<file path="src/design/stc_defines.vh">
// constants for the sixteen-bit timer/counter block
`ifndef STC_DEFINES_VH
`define STC_DEFINES_VH
// register word indices inside one timer (byte address = 4 * index)
`define STC_IDX_CTRL_A 4'h0
`define STC_IDX_CTRL_B 4'h1
`define STC_IDX_CNT_LO 4'h2
`define STC_IDX_CNT_HI 4'h3
`define STC_IDX_CMPA_LO 4'h4
`define STC_IDX_CMPA_HI 4'h5
`define STC_IDX_CMPB_LO 4'h6
`define STC_IDX_CMPB_HI 4'h7
`define STC_IDX_CAP_LO 4'h8
`define STC_IDX_CAP_HI 4'h9
`define STC_IDX_MASK 4'ha
`define STC_IDX_FLAG 4'hb
`define STC_IDX_LAST 4'hb
// address bit that picks timer 1 or timer 2
`define STC_INST_BIT 6
// control_reg_a fields
`define STC_CA_COMA 7:6
`define STC_CA_COMB 5:4
`define STC_CA_WGM_LO 1:0
`define STC_CA_WMASK 8'hf3
// control_reg_b fields
`define STC_CB_FILT 7
`define STC_CB_EDGE 6
`define STC_CB_ACMP 5
`define STC_CB_WGM_HI 4:3
`define STC_CB_CS 2:0
// flag and mask bit positions
`define STC_F_OVF 0
`define STC_F_CMPA 1
`define STC_F_CMPB 2
`define STC_F_CAP 3
// counter landmarks
`define STC_BOTTOM 16'h0000
`define STC_MAX 16'hffff
`define STC_TOP_8 16'h00ff
`define STC_TOP_9 16'h01ff
`define STC_TOP_10 16'h03ff
// reset values
`define STC_RST_BYTE 8'h00
`define STC_RST_WORD 16'h0000
`define STC_RST_NIB 4'h0
// prescaler taps: divide by 1, 8, 64, 256, 1024
`define STC_PS_W 10
`endif

</file>
<file path="src/design/stc_timer_unused_guard.v">
// empty unit beside the timer design; it holds no logic
`timescale 1ns/1ps
`default_nettype none
`default_nettype wire

</file>
<file path="src/design/stc_timer.v">
// two sixteen-bit timer/counters behind one apb slave
//
// Contract
// RULE_01: 16-bit counter counts up, down or clears on each timer tick.
// RULE_02: counter is two byte locations; low-byte read copies high byte to temp.
// RULE_03: low-byte write loads high byte from temp at once, atomically.
// RULE_04: software reads low then high, writes high then low.
// RULE_05: clock select zero stops counting; counter stays readable and writable.
// RULE_06: software write to counter beats a same-cycle clear or count.
// RULE_07: tick comes from prescaled clock or external pin, picked by clock select.
// RULE_08: bottom indication whenever counter is zero.
// RULE_09: maximum is all ones, 65535.
// RULE_10: top is maximum, fixed value, compare value a or capture value.
// RULE_11: with compare a as pwm top, output a makes no pwm.
// RULE_12: compare values are double buffered in pwm modes.
// RULE_13: both compare values checked continuously; match sets flag, drives output.
// RULE_14: compare flag sets at the tick ending the matching timer cycle.
// RULE_15: capture edge from pin or comparator copies counter into capture value.
// RULE_16: optional filter needs four equal samples before passing a change.
// RULE_17: 4-bit waveform mode split over control registers a and b.
// RULE_18: overflow flag point depends on waveform mode.
// RULE_19: four flags, each masked, feed the interrupt request.
// RULE_20: counter, compares and capture use the temp access procedure.
// RULE_21: control registers a and b are plain bytes, any order.
// RULE_22: two identical timers, each with its own registers.
`timescale 1ns/1ps
`default_nettype none
`include "stc_defines.vh"

module stc_core (
  input wire pclk,
  input wire presetn,
  input wire acc_rd,
  input wire acc_wr,
  input wire [3:0] acc_idx,
  input wire [7:0] acc_wdata,
  output reg [7:0] rd_data,
  input wire [4:0] ps_tick,
  input wire ext_clk_pin,
  input wire capture_input_pin,
  input wire acmp_in,
  output reg compare_output_a,
  output reg compare_output_b,
  output reg timer_irq,
  output reg at_bottom
);
  reg [7:0] control_reg_a_q, control_reg_b_q, temp_q;
  reg [15:0] counter_value_q, cmpa_buf_q, cmpa_q, cmpb_buf_q, cmpb_q, capture_value_q;
  reg [3:0] interrupt_mask_reg_q, interrupt_flag_reg_q;
  reg down_q, block_q;
  reg [1:0] ext_s_q, cap_s_q, acm_s_q;
  reg ext_d_q, cap_lvl_q, cap_d_q;
  reg [3:0] filt_q;
  reg [15:0] cnt_d;
  reg down_d, ovf_ev, wrap_ev, upd_ev, tick;

  // mode decode tables, used for counting, buffering and outputs
  function [1:0] f_top_src; // 0 max, 1 fixed, 2 compare a, 3 capture
    input [3:0] m;
    case (m)
      4'h1, 4'h2, 4'h3, 4'h5, 4'h6, 4'h7: f_top_src = 2'h1;
      4'h4, 4'h9, 4'hb, 4'hf: f_top_src = 2'h2;
      4'h8, 4'ha, 4'hc, 4'he: f_top_src = 2'h3;
      default: f_top_src = 2'h0;
    endcase
  endfunction

  function f_updown;
    input [3:0] m;
    f_updown = (m >= 4'h1 && m <= 4'h3) || (m >= 4'h8 && m <= 4'hb);
  endfunction

  function f_pwm;
    input [3:0] m;
    f_pwm = !(m == 4'h0 || m == 4'h4 || m == 4'hc || m == 4'hd);
  endfunction

  // next level of a compare output for one tick
  function f_wave;
    input cur;
    input [1:0] com;
    input match, pwm, ud, down, wrap;
    begin
      f_wave = cur;
      if (!pwm) begin
        if (match)
          f_wave = (com == 2'h1) ? !cur : com[0];
      end else if (ud) begin
        if (match && com[1])
          f_wave = down ? !com[0] : com[0];
      end else if (com[1]) begin
        if (match)
          f_wave = com[0];
        else if (wrap)
          f_wave = !com[0];
      end
    end
  endfunction

  // RULE_17 mode split
  wire [3:0] mode = {control_reg_b_q[`STC_CB_WGM_HI], control_reg_a_q[`STC_CA_WGM_LO]};
  wire [1:0] top_src = f_top_src(mode);
  wire ud = f_updown(mode);
  wire pwm = f_pwm(mode);
  wire [2:0] cs = control_reg_b_q[`STC_CB_CS];
  wire ext_fall = ext_d_q && !ext_s_q[1];
  wire ext_rise = !ext_d_q && ext_s_q[1];

  // RULE_10 top source
  wire [15:0] top_val = (top_src == 2'h2) ? cmpa_q :
                        (top_src == 2'h3) ? capture_value_q :
                        (top_src == 2'h0) ? `STC_MAX :
                        (mode[1:0] == 2'h1) ? `STC_TOP_8 :
                        (mode[1:0] == 2'h2) ? `STC_TOP_9 : `STC_TOP_10;

  wire wr_cnt_lo = acc_wr && acc_idx == `STC_IDX_CNT_LO;
  wire match_a = tick && !block_q && counter_value_q == cmpa_q;
  wire match_b = tick && !block_q && counter_value_q == cmpb_q;

  // tick select and next count; no tick at all when clock select is zero
  always @* begin
    // RULE_05 stopped timer
    // RULE_07 tick source
    case (cs)
      3'h0: tick = 1'b0;
      3'h6: tick = ext_fall;
      3'h7: tick = ext_rise;
      default: tick = ps_tick[cs - 3'h1];
    endcase
    cnt_d = counter_value_q;
    down_d = down_q;
    ovf_ev = 1'b0;
    wrap_ev = 1'b0;
    upd_ev = 1'b0;
    if (tick) begin
      // RULE_01 up, down or clear
      if (ud) begin
        if (!down_q && counter_value_q >= top_val) begin
          down_d = 1'b1;
          cnt_d = counter_value_q - 16'h0001;
          upd_ev = (mode < 4'h8) || (mode > 4'h9);
        end else if (down_q && counter_value_q == `STC_BOTTOM) begin
          down_d = 1'b0;
          cnt_d = counter_value_q + 16'h0001;
          // RULE_18 dual-slope overflow at bottom
          ovf_ev = 1'b1;
          upd_ev = (mode == 4'h8) || (mode == 4'h9);
        end else begin
          cnt_d = down_q ? counter_value_q - 16'h0001 : counter_value_q + 16'h0001;
        end
      end else begin
        down_d = 1'b0;
        wrap_ev = counter_value_q == top_val;
        upd_ev = wrap_ev;
        cnt_d = wrap_ev ? `STC_BOTTOM : counter_value_q + 16'h0001;
        // RULE_09 RULE_18 single-slope overflow at max or at top
        ovf_ev = pwm ? wrap_ev : (counter_value_q == `STC_MAX);
      end
    end
  end

  // capture path: sync, optional filter, edge detect
  wire cap_src = control_reg_b_q[`STC_CB_ACMP] ? acm_s_q[1] : cap_s_q[1];
  wire cap_filt = control_reg_b_q[`STC_CB_FILT] ? cap_lvl_q : cap_src;
  wire cap_edge = (cap_filt != cap_d_q) &&
                  (control_reg_b_q[`STC_CB_EDGE] ? cap_filt : !cap_filt);
  // capture input is off while the capture value serves as top
  wire cap_ev = cap_edge && (top_src != 2'h3);

  // pin synchronisers and capture filter
  always @(posedge pclk or negedge presetn) begin
    if (!presetn) begin
      ext_s_q <= 2'h0;
      cap_s_q <= 2'h0;
      acm_s_q <= 2'h0;
      ext_d_q <= 1'b0;
      filt_q <= `STC_RST_NIB;
      cap_lvl_q <= 1'b0;
      cap_d_q <= 1'b0;
    end else begin
      ext_s_q <= {ext_s_q[0], ext_clk_pin};
      cap_s_q <= {cap_s_q[0], capture_input_pin};
      acm_s_q <= {acm_s_q[0], acmp_in};
      ext_d_q <= ext_s_q[1];
      filt_q <= {filt_q[2:0], cap_src};
      // RULE_16 four equal samples
      if (&filt_q)
        cap_lvl_q <= 1'b1;
      else if (~|filt_q)
        cap_lvl_q <= 1'b0;
      cap_d_q <= cap_filt;
    end
  end

  // register file, counter and flags
  always @(posedge pclk or negedge presetn) begin
    if (!presetn) begin
      control_reg_a_q <= `STC_RST_BYTE;
      control_reg_b_q <= `STC_RST_BYTE;
      temp_q <= `STC_RST_BYTE;
      counter_value_q <= `STC_RST_WORD;
      cmpa_buf_q <= `STC_RST_WORD;
      cmpa_q <= `STC_RST_WORD;
      cmpb_buf_q <= `STC_RST_WORD;
      cmpb_q <= `STC_RST_WORD;
      capture_value_q <= `STC_RST_WORD;
      interrupt_mask_reg_q <= `STC_RST_NIB;
      interrupt_flag_reg_q <= `STC_RST_NIB;
      down_q <= 1'b0;
      block_q <= 1'b0;
    end else begin
      // RULE_06 write beats count
      // RULE_03 atomic 16-bit load
      if (wr_cnt_lo) begin
        counter_value_q <= {temp_q, acc_wdata};
        down_q <= down_d;
      end else begin
        counter_value_q <= cnt_d;
        down_q <= down_d;
      end
      // a counter write hides the compare on the next tick
      if (wr_cnt_lo)
        block_q <= 1'b1;
      else if (tick)
        block_q <= 1'b0;
      // RULE_12 buffered compare values move at the update point
      if (!pwm || upd_ev) begin
        cmpa_q <= cmpa_buf_q;
        cmpb_q <= cmpb_buf_q;
      end
      // RULE_15 capture copies the counter
      if (cap_ev)
        capture_value_q <= counter_value_q;
      // RULE_13 RULE_14 RULE_19 flags: hardware set wins over write-one clear
      interrupt_flag_reg_q <= (interrupt_flag_reg_q &
        ~((acc_wr && acc_idx == `STC_IDX_FLAG) ? acc_wdata[3:0] : 4'h0)) |
        {cap_ev, match_b, match_a, ovf_ev};
      if (acc_wr) begin
        case (acc_idx)
          // RULE_21 plain control bytes
          `STC_IDX_CTRL_A: control_reg_a_q <= acc_wdata & `STC_CA_WMASK;
          `STC_IDX_CTRL_B: control_reg_b_q <= acc_wdata;
          `STC_IDX_CMPA_LO: cmpa_buf_q <= {temp_q, acc_wdata};
          `STC_IDX_CMPB_LO: cmpb_buf_q <= {temp_q, acc_wdata};
          `STC_IDX_CAP_LO: begin
            // capture value is writable only while it serves as top
            if (top_src == 2'h3)
              capture_value_q <= {temp_q, acc_wdata};
          end
          `STC_IDX_MASK: interrupt_mask_reg_q <= acc_wdata[3:0];
          // RULE_20 high bytes go to temp
          `STC_IDX_CNT_HI, `STC_IDX_CMPA_HI, `STC_IDX_CMPB_HI, `STC_IDX_CAP_HI:
            temp_q <= acc_wdata;
          default: ;
        endcase
      end
      // RULE_02 low-byte read snapshots the high byte; last so it wins
      if (acc_rd) begin
        case (acc_idx)
          `STC_IDX_CNT_LO: temp_q <= counter_value_q[15:8];
          `STC_IDX_CMPA_LO: temp_q <= cmpa_buf_q[15:8];
          `STC_IDX_CMPB_LO: temp_q <= cmpb_buf_q[15:8];
          `STC_IDX_CAP_LO: temp_q <= capture_value_q[15:8];
          default: ;
        endcase
      end
    end
  end

  // outputs: waveforms, interrupt request, bottom indication
  always @(posedge pclk or negedge presetn) begin
    if (!presetn) begin
      compare_output_a <= 1'b0;
      compare_output_b <= 1'b0;
      timer_irq <= 1'b0;
      at_bottom <= 1'b1;
    end else begin
      // RULE_11 no pwm on a when a sets the top
      if (tick && !(pwm && top_src == 2'h2))
        compare_output_a <= f_wave(compare_output_a, control_reg_a_q[`STC_CA_COMA],
                                   match_a, pwm, ud, down_q, wrap_ev);
      // RULE_13 match drives output b
      if (tick)
        compare_output_b <= f_wave(compare_output_b, control_reg_a_q[`STC_CA_COMB],
                                   match_b, pwm, ud, down_q, wrap_ev);
      // RULE_19 masked request
      timer_irq <= |(interrupt_flag_reg_q & interrupt_mask_reg_q);
      // RULE_08 bottom indication
      at_bottom <= (wr_cnt_lo ? {temp_q, acc_wdata} : cnt_d) == `STC_BOTTOM;
    end
  end

  // read mux; high locations always show temp
  always @* begin
    case (acc_idx)
      `STC_IDX_CTRL_A: rd_data = control_reg_a_q;
      `STC_IDX_CTRL_B: rd_data = control_reg_b_q;
      `STC_IDX_CNT_LO: rd_data = counter_value_q[7:0];
      `STC_IDX_CMPA_LO: rd_data = cmpa_buf_q[7:0];
      `STC_IDX_CMPB_LO: rd_data = cmpb_buf_q[7:0];
      `STC_IDX_CAP_LO: rd_data = capture_value_q[7:0];
      `STC_IDX_MASK: rd_data = {4'h0, interrupt_mask_reg_q};
      `STC_IDX_FLAG: rd_data = {4'h0, interrupt_flag_reg_q};
      `STC_IDX_CNT_HI, `STC_IDX_CMPA_HI, `STC_IDX_CMPB_HI, `STC_IDX_CAP_HI:
        rd_data = temp_q;
      default: rd_data = 8'h00;
    endcase
  end
endmodule // stc_core

module stc_timer (
  input wire pclk,
  input wire presetn,
  input wire psel,
  input wire penable,
  input wire pwrite,
  input wire [11:0] paddr,
  input wire [31:0] pwdata,
  output reg [31:0] prdata,
  output reg pready,
  output reg pslverr,
  input wire [1:0] ext_clk_pin,
  input wire [1:0] capture_input_pin,
  input wire [1:0] acmp_in,
  output wire [1:0] compare_output_a,
  output wire [1:0] compare_output_b,
  output wire [1:0] timer_irq,
  output wire [1:0] at_bottom
);
  reg [`STC_PS_W-1:0] ps_q;
  wire [7:0] rd0, rd1;
  wire [15:0] rd_all;
  wire [3:0] idx = paddr[5:2];
  wire inst = paddr[`STC_INST_BIT];
  // word aligned, inside the map, no stray upper bits
  wire hit = (paddr[1:0] == 2'h0) && (paddr[11:7] == 5'h00) && (idx <= `STC_IDX_LAST);
  wire setup = psel && !penable;
  wire done = psel && penable && pready;
  wire rd_stb = setup && !pwrite && hit;
  wire wr_stb = done && pwrite && !pslverr;
  // shared free-running prescaler taps: 1, 8, 64, 256, 1024
  wire [4:0] ps_tick = {&ps_q[9:0], &ps_q[7:0], &ps_q[5:0], &ps_q[2:0], 1'b1};

  // apb slave: answer in the first access cycle, read data taken at setup
  always @(posedge pclk or negedge presetn) begin
    if (!presetn) begin
      prdata <= 32'h00000000;
      pready <= 1'b0;
      pslverr <= 1'b0;
      ps_q <= {`STC_PS_W{1'b0}};
    end else begin
      ps_q <= ps_q + {{(`STC_PS_W-1){1'b0}}, 1'b1};
      pready <= setup;
      if (setup) begin
        pslverr <= !hit;
        prdata <= (pwrite || !hit) ? 32'h00000000 : {24'h000000, inst ? rd1 : rd0};
      end
    end
  end

  // RULE_22 two identical timers
  genvar g;
  generate
    for (g = 0; g < 2; g = g + 1) begin : g_tmr
      stc_core u_core (
        .pclk(pclk),
        .presetn(presetn),
        .acc_rd(rd_stb && (inst == (g != 0))),
        .acc_wr(wr_stb && (inst == (g != 0))),
        .acc_idx(idx),
        .acc_wdata(pwdata[7:0]),
        .rd_data(rd_all[g*8 +: 8]),
        .ps_tick(ps_tick),
        .ext_clk_pin(ext_clk_pin[g]),
        .capture_input_pin(capture_input_pin[g]),
        .acmp_in(acmp_in[g]),
        .compare_output_a(compare_output_a[g]),
        .compare_output_b(compare_output_b[g]),
        .timer_irq(timer_irq[g]),
        .at_bottom(at_bottom[g])
      );
    end
  endgenerate
  // per-timer read bytes, picked by the instance bit at setup
  assign rd0 = rd_all[7:0];
  assign rd1 = rd_all[15:8];
endmodule // stc_timer
`default_nettype wire

</file>
<file path="config.mk">
export PLATFORM = sky130hd
export DESIGN_NAME = stc_timer
export DESIGN_NICKNAME = d
export VERILOG_FILES = /design/src/design/stc_timer_unused_guard.v /design/src/design/stc_timer.v
export VERILOG_INCLUDE_DIRS = /design/src /design/src/design
export SDC_FILE = /design/constraint.sdc
export NUM_CORES = 1
export LEC_CHECK = 0
export ABC_AREA = 1
export BUFFER_PORTS_ARGS = -buffer_cell sky130_fd_sc_hd__buf_2
export CORE_ASPECT_RATIO = 0.6
export CORE_MARGIN = 1.5
export CORE_UTILIZATION = 45
export CTS_BUF_LIST = sky130_fd_sc_hd__clkbuf_8
export CTS_CLUSTER_DIAMETER = 200
export DETAILED_ROUTE_END_ITERATION = 8
export MAX_ROUTING_LAYER = met4
export PLACE_DENSITY = 0.72
export SLEW_MARGIN = 25
export SYNTH_ARGS = -nofsm -noshare
export SYNTH_HDL_FRONTEND = slang
export SYNTH_HIERARCHICAL = 1
export SYNTH_SLANG_ARGS = --single-unit
export TNS_END_PERCENT = 20
</file>
<file path="constraint.sdc">
create_clock -name pclk -period 3.5 [get_ports pclk]
set_clock_uncertainty 0.1 [all_clocks]
set_input_delay 0.175 -clock pclk [delete_from_list [all_inputs] [get_ports pclk]]
set_output_delay 0.175 -clock pclk [all_outputs]
set_load 0.01 [all_outputs]
</file>
After elaboration in Yosys (flattened, before gate mapping). Memories as Yosys holds them, arrays and structs flattened. Index checks and enable logic that the tools add are counted. W data, S select, Z words.

Register bits: 334. ROM bits: 64. Bits of input ports: 55. Word-level logic and storage cells: 416. Memories kept: 2.

$add $sub $neg: 7. Magnitude comparators: 17. Eq/ne operators: 61. Mux-type cells: 130. Bitwise logic cells: 9. Reductions and logical operators: 138.

Memories: (no name shown) (depth 16, width 2, read ports 1, clocked after Yosys merged registers in 0, wr ports 0, RTL line stc_timer.v:60) `case (m)`; (no name shown) (depth 16, width 2, read ports 1, clocked after Yosys merged registers in 0, wr ports 0, RTL line stc_timer.v:60).

Operators by type and width (number): $mux W16 (30); $pmux W8 S9 (2); $eq A16 B16 Y1 (6); $mux W1 (80); $logic_not A16 Y1 (4); $mux W8 (8); $pmux W8 S4 (2); $eq A4 B4 Y1 const B (12); $logic_and A1 B1 Y1 (47); $add A16 B1 Y16 const B (2); $eq A16 B16 Y1 const B (2); $ge A16 B16 Y1 (2); $sub A16 B1 Y16 const B (2); $logic_not A1 Y1 (26); $eq A4 B3 Y1 const B (6); $reduce_and A2 Y1 (12); $reduce_bool A3 Y1 (8); $mux W10 (2); $reduce_and A5 Y1 (4); $reduce_or A4 Y1 (5); $ne A3 B3 Y1 const B (6); $and A4 B4 Y4 (4); $logic_or A1 B1 Y1 (15); $eq A2 B1 Y1 const B (6); other kinds (32) (69).

Longest topological paths before layout.
Depth after elaboration: 14. Gate-level depth with buffers: 31. Gate-level depth less buffers: 31.

Hierarchy. The synthesis kept the hierarchy.

Modules (own cells, without submodules): stc_core (g_tmr[0].u_core) (instances 1, cells each 1230, area an instance 9312.7 µm²); stc_core (g_tmr[1].u_core) (instances 1, cells each 1268, area an instance 9271.4 µm²); stc_timer (instances 1, cells each 150, area an instance 1216.2 µm²).

Least setup slack after synthesis. No wires, ideal clock.

Kind: reg-to-reg. Start: register g_tmr[1].u_core.control_reg_a_q[1]. End: register g_tmr[1].u_core.cmpb_q[0]. Setup time: 121 ps. Arrival: 3288 ps. Data required time: 3279 ps. Path slack: -8 ps. Stages on the path, launching flop included: 27. Buffers on the path: 3. Cells stage by stage: dfrtp_1 inv_1 ha_1 inv_1 nor3_1 a21oi_1 nand2_1 clkbuf_1 inv_1 a21oi_1 a22oi_1 ha_1 nand2_1 nor2_1 nand2_1 o21ai_1 nor2_1 nand2_1 nand2_2 inv_1 nand2_1 o311ai_4 nand3_4 nand2_2 buf_6 buf_12 o21ai_1.

Word-level cells in the longest chain between the ends: 12. Elaborated cells between the ends (all ways): 39. Classes of those cells: 7 x order compare; 10 x eq/ne; 9 x mux; 12 x reduce/logical; 1 x memory.

RTL lines: from (decl) (RTL line stc_timer.v:47) `reg [7:0] control_reg_a_q, control_reg_b_q, temp_q;`; from (signal assigned) (RTL line stc_timer.v:198) `` control_reg_a_q <= `STC_RST_BYTE; ``; from (signal assigned) (RTL line stc_timer.v:241) `` `STC_IDX_CTRL_A: control_reg_a_q <= acc_wdata & `STC_CA_WMASK; ``; branches (longest 11 deep; another with $ge A16 B16 Y1); $logic_or A1 B1 Y1 * (RTL line stc_timer.v:227) `if (!pwm || upd_ev) begin`; to (signal assigned) (RTL line stc_timer.v:205) `` cmpb_q <= `STC_RST_WORD; ``; to (signal assigned) (RTL line stc_timer.v:229) `cmpb_q <= cmpb_buf_q;`; to (decl) (RTL line stc_timer.v:48) `reg [15:0] counter_value_q, cmpa_buf_q, cmpa_q, cmpb_buf_q, cmpb_q, capture_value_q;`.

Mark *: on every way between the ends. A chain may end at the register's enable or synchronous reset.

Worst setup path in the final report.
Start: register g_tmr[0].u_core.control_reg_a_q[0]. End: register g_tmr[0].u_core.at_bottom.

Word-level cells in the longest chain between the ends: 13. Elaborated cells between the ends (all ways): 27. Classes of those cells: 5 x order compare; 5 x eq/ne; 10 x mux; 6 x reduce/logical; 1 x memory.

RTL lines: from (decl) (RTL line stc_timer.v:47); from (signal assigned) (RTL line stc_timer.v:198); from (signal assigned) (RTL line stc_timer.v:241); branches (longest 9 deep; another with $ge A16 B16 Y1); $mux W16 * (RTL line stc_timer.v:137) `if (ud) begin`; $mux W16 * (RTL line stc_timer.v:135) `if (tick) begin`; $mux W16 * (RTL line stc_timer.v:289) `` at_bottom <= (wr_cnt_lo ? {temp_q, acc_wdata} : cnt_d) == `STC_BOTTOM; ``; $logic_not A16 Y1 (no line) *; to (signal assigned) (RTL line stc_timer.v:289); to (decl) (RTL line stc_timer.v:45) `output reg at_bottom`.

Marks and branches as above.

==> impl_metrics.yaml <==
critical_path:
  cp.required_ns: 3.91
  cp_max_fo: 5
  critPathKind: "flip-flop to flip-flop"
  cp.arrival_ns: 4.40
  start_kind: "flip-flop"
  cp_slowest_cell: "dfrtp_1"
  cpPeakStageDelay_ns: 0.44
  crit_family: "simple AND/OR/NAND/NOR gates"
  crit_top_cell: "nand2_2"
  cp_num_buf_inv: 8
  setup.worst_path.end_class: "flip-flop"
clocking:
  cts_buffers: 47
  insertion_delay_ns: 0.59
  h-tree-depth: 2
  cts_tree: "yes"
  cts_root_buf: "clkbuf_8"
  clk_pin_slew_ns: 0.07
  clk_path_buf_depth: 3
  cts_num_sinks: 310
route:
  routed_wl_mm: 81.6
  viasPerCell: 5.91
  drcViolationCount: 0
  post_drt_wl_per_cell_um: 23.3
  first_pass_iters: 6
  vias: 20700
  detail-route-antenna-nets: 0
  drtIter0Drc: 2926
run:
  maxCapViolations: 0
timing:
  rsz0062_at_grt: "yes"
  worst_slack_ns: -0.490
  finalSetupViolCount: 95
  slew_violations: 0
  slew_headroom_pct: 34.0
  final.period_utilization_pct: 114
  period_minus_slack_ns: 3.99
  whs_ns: 0.0278
  final.setup.tns_ns: -26.82
  worstMarginPinSlew_ns: 0.990
  hold_violations: 0
  max_freq_mhz: 251
status:
  outcome: "finished, violations left"
  violations: "negative setup slack"
global_route:
  grt_pass1_wl_mm: 120
  grt_pass1_vias: 18900
  antenna_found_initial: 5
  grt_overflow_total: 0
  grt_usage_pct: 36.5
  grt_max_degree: 98
worst_hold_path:
  min_path_type: "input port to flip-flop"
power:
  ir_worst_vdd_v: 0.000317
  leakage_nw: 11.6
  power_density_mw_per_mm2: 510
  power_mw: 12.5
synth:
  yosys_register_bits: 310
  yosys-top-cells-area: "dfrtp_1, nand2_1, o21ai_0, inv_1, ha_1"
  synth_most_common_cell: "nand2_1"
  synth_edf_count: 0
  ys_warn_count: 6
  synthCells: 2648
  ys_async_sr_fraction_pct: 100
  yosysSeqAreaShare_pct: 39.2
  postSynthAreaPerCell_um2: 7.48
  syn_area_mm2: 0.0198
  ys_types: 62
  synth_top_cell_area_share_pct: 38.9
  synth_area_leader_cell: "dfrtp_1"
  ys.flop_type: "dfrtp_1"
  synthTopCellsByCount: "nand2_1, dfrtp_1, inv_1, o21ai_0, nor2_1"
die:
  die_h_um: 165
  start_util_pct: 45.7
  rows: 59
  die_w_um: 274
  die_area_mm2: 0.0453
  coreArea_mm2: 0.0433
  pin_count: 97
final_layout:
  syn2layout_area_growth_pct: 23.5
  final_cell_area_mm2: 0.0244
  drive_above_1_share_pct: 23.1
  layout.nets: 2992
place:
  port_buffers: 48
  place_area_mm2: 0.0215
  hpwl_mm: 60.5
  gp_congestion: 1.02
[cell families (layout without fill, tap and decap cells)]
logic type	after synthesis	after routing	synth area share (%)
AO/OA/AOI/OAI	539	539	16.3
multiplexers	16	16	0.910
XOR/XNOR	65	65	2.88
other	2	33	0.0379
buffers and inverters	433	680	9.78
flip-flops	310	310	39.2
adder cells (fa/ha/maj)	52	52	3.29
AND/OR/NAND/NOR	1231	1231	27.6
[cell usage in the layout (no fill, tap or decap), drive strengths merged, types with 7 or more instances in the layout]
cell type	count
a21oi	113
clkbuf	60
ha	52
o22ai	30
nor2	209
dlygate4sd3	24
nor4	7
nand2	790
nand4	54
a221oi	44
xor2	37
buf	272
xnor2	28
nand3	137
o21ai	255
diode	7
inv	302
mux2	16
o211ai	40
conb	26
clkinv	13
a22oi	17
a31oi	16
nor3	21
dfrtp	308
[registers in the layout (all words and copies together), names as in the netlist, 4 cells and up]
| register | count |
|---|---|
| g_tmr.u_core/counter_value_q | 32 |
| g_tmr.u_core/cmpa_buf_q | 32 |
| g_tmr.u_core/ext_s_q | 4 |
| g_tmr.u_core/cmpb_q | 32 |
| g_tmr.u_core/cmpa_q | 32 |
| g_tmr.u_core/filt_q | 8 |
| g_tmr.u_core/capture_value_q | 32 |
| g_tmr.u_core/acm_s_q | 4 |
| g_tmr.u_core/temp_q | 16 |
| g_tmr.u_core/cmpb_buf_q | 32 |
| g_tmr.u_core/interrupt_mask_reg_q | 8 |
| g_tmr.u_core/cap_s_q | 4 |
| g_tmr.u_core/control_reg_a_q | 12 |
| ps_q | 10 |
| g_tmr.u_core/interrupt_flag_reg_q | 8 |
| g_tmr.u_core/control_reg_b_q | 16 |
| prdata | 8 |
[per-stage QoR]
stage	utilization [%]	worst slack (ns)	cells
after floorplan	-	0.0691	2672
after global placement	49.7	-0.606	3346
after detailed placement	49.7	-0.807	3346
after CTS	55.1	-0.284	3486
after global routing	56.4	-0.617	3502
final	56.4	-0.490	3505
[timing repair]
item,4_1_cts,5_1_grt
gates resized for setup,168,112
pin swaps,42,60
hold endpoints to repair,129,0
gates cloned,7,1
setup endpoints to repair,102,104
setup buffers,29,12
hold buffers,24,0
[worst reg2reg max path, delay by kind of cell (launching register included)]
family	cells	cell delay (ns)
simple gates	15	1.45
buf+inv	8	0.99
compound gates	4	0.54
flops	1	0.44
fa+ha+maj	2	0.43
[layout make-up]
class / count / area (µm²)
fill: 3967 / 18900
multi-input combinational: 1929 / 11100
sequential: 310 / 7760
timing repair buffer: 297 / 2610
inverter: 299 / 1160
clock buffer: 60 / 826
tap: 579 / 724
clock inverter: 23 / 255
antenna: 7 / 17.5
timing repair inverter: 1 / 7.51
[worst paths after layout]
path / startpoint / endpoint / slack, ns / cells after the start
max: g_tmr[0].u_core/control_reg_a_q[0]$_DFFE_PN0P_ / g_tmr[0].u_core/at_bottom$_DFF_PN1_ / -0.49 / 29
min: paddr[7] / prdata[1]$_DFFE_PN0N_ / 0.03 / 6
max reg2reg: g_tmr[0].u_core/control_reg_a_q[0]$_DFFE_PN0P_ / g_tmr[0].u_core/at_bottom$_DFF_PN1_ / -0.49 / 29
min reg2reg: g_tmr[1].u_core/ext_s_q[0]$_DFF_PN0_ / g_tmr[1].u_core/ext_s_q[1]$_DFF_PN0_ / 0.24 / 0
max in group asynchronous: presetn / g_tmr[1].u_core/ext_s_q[0]$_DFF_PN0_ / 2.11 / 3
min in group asynchronous: presetn / g_tmr[1].u_core/counter_value_q[5]$_DFF_PN0_ / 0.08 / 2
[layer usage]
metal,share of wire [%],GRT usage [%]
met5,0,-
met4,1.5,5.63
met3,18,16.9
met2,35,41.3
met1,46,56.5
[power breakdown]
group	internal, mW	leakage, nW	total, mW	switching (mW)
clock	1.98	0.593	3.52	1.53
combinational	1.71	7.08	4.84	3.13
sequential	3.84	3.94	4.12	0.281
No activity file was read; power rests on OpenSTA's default activity.
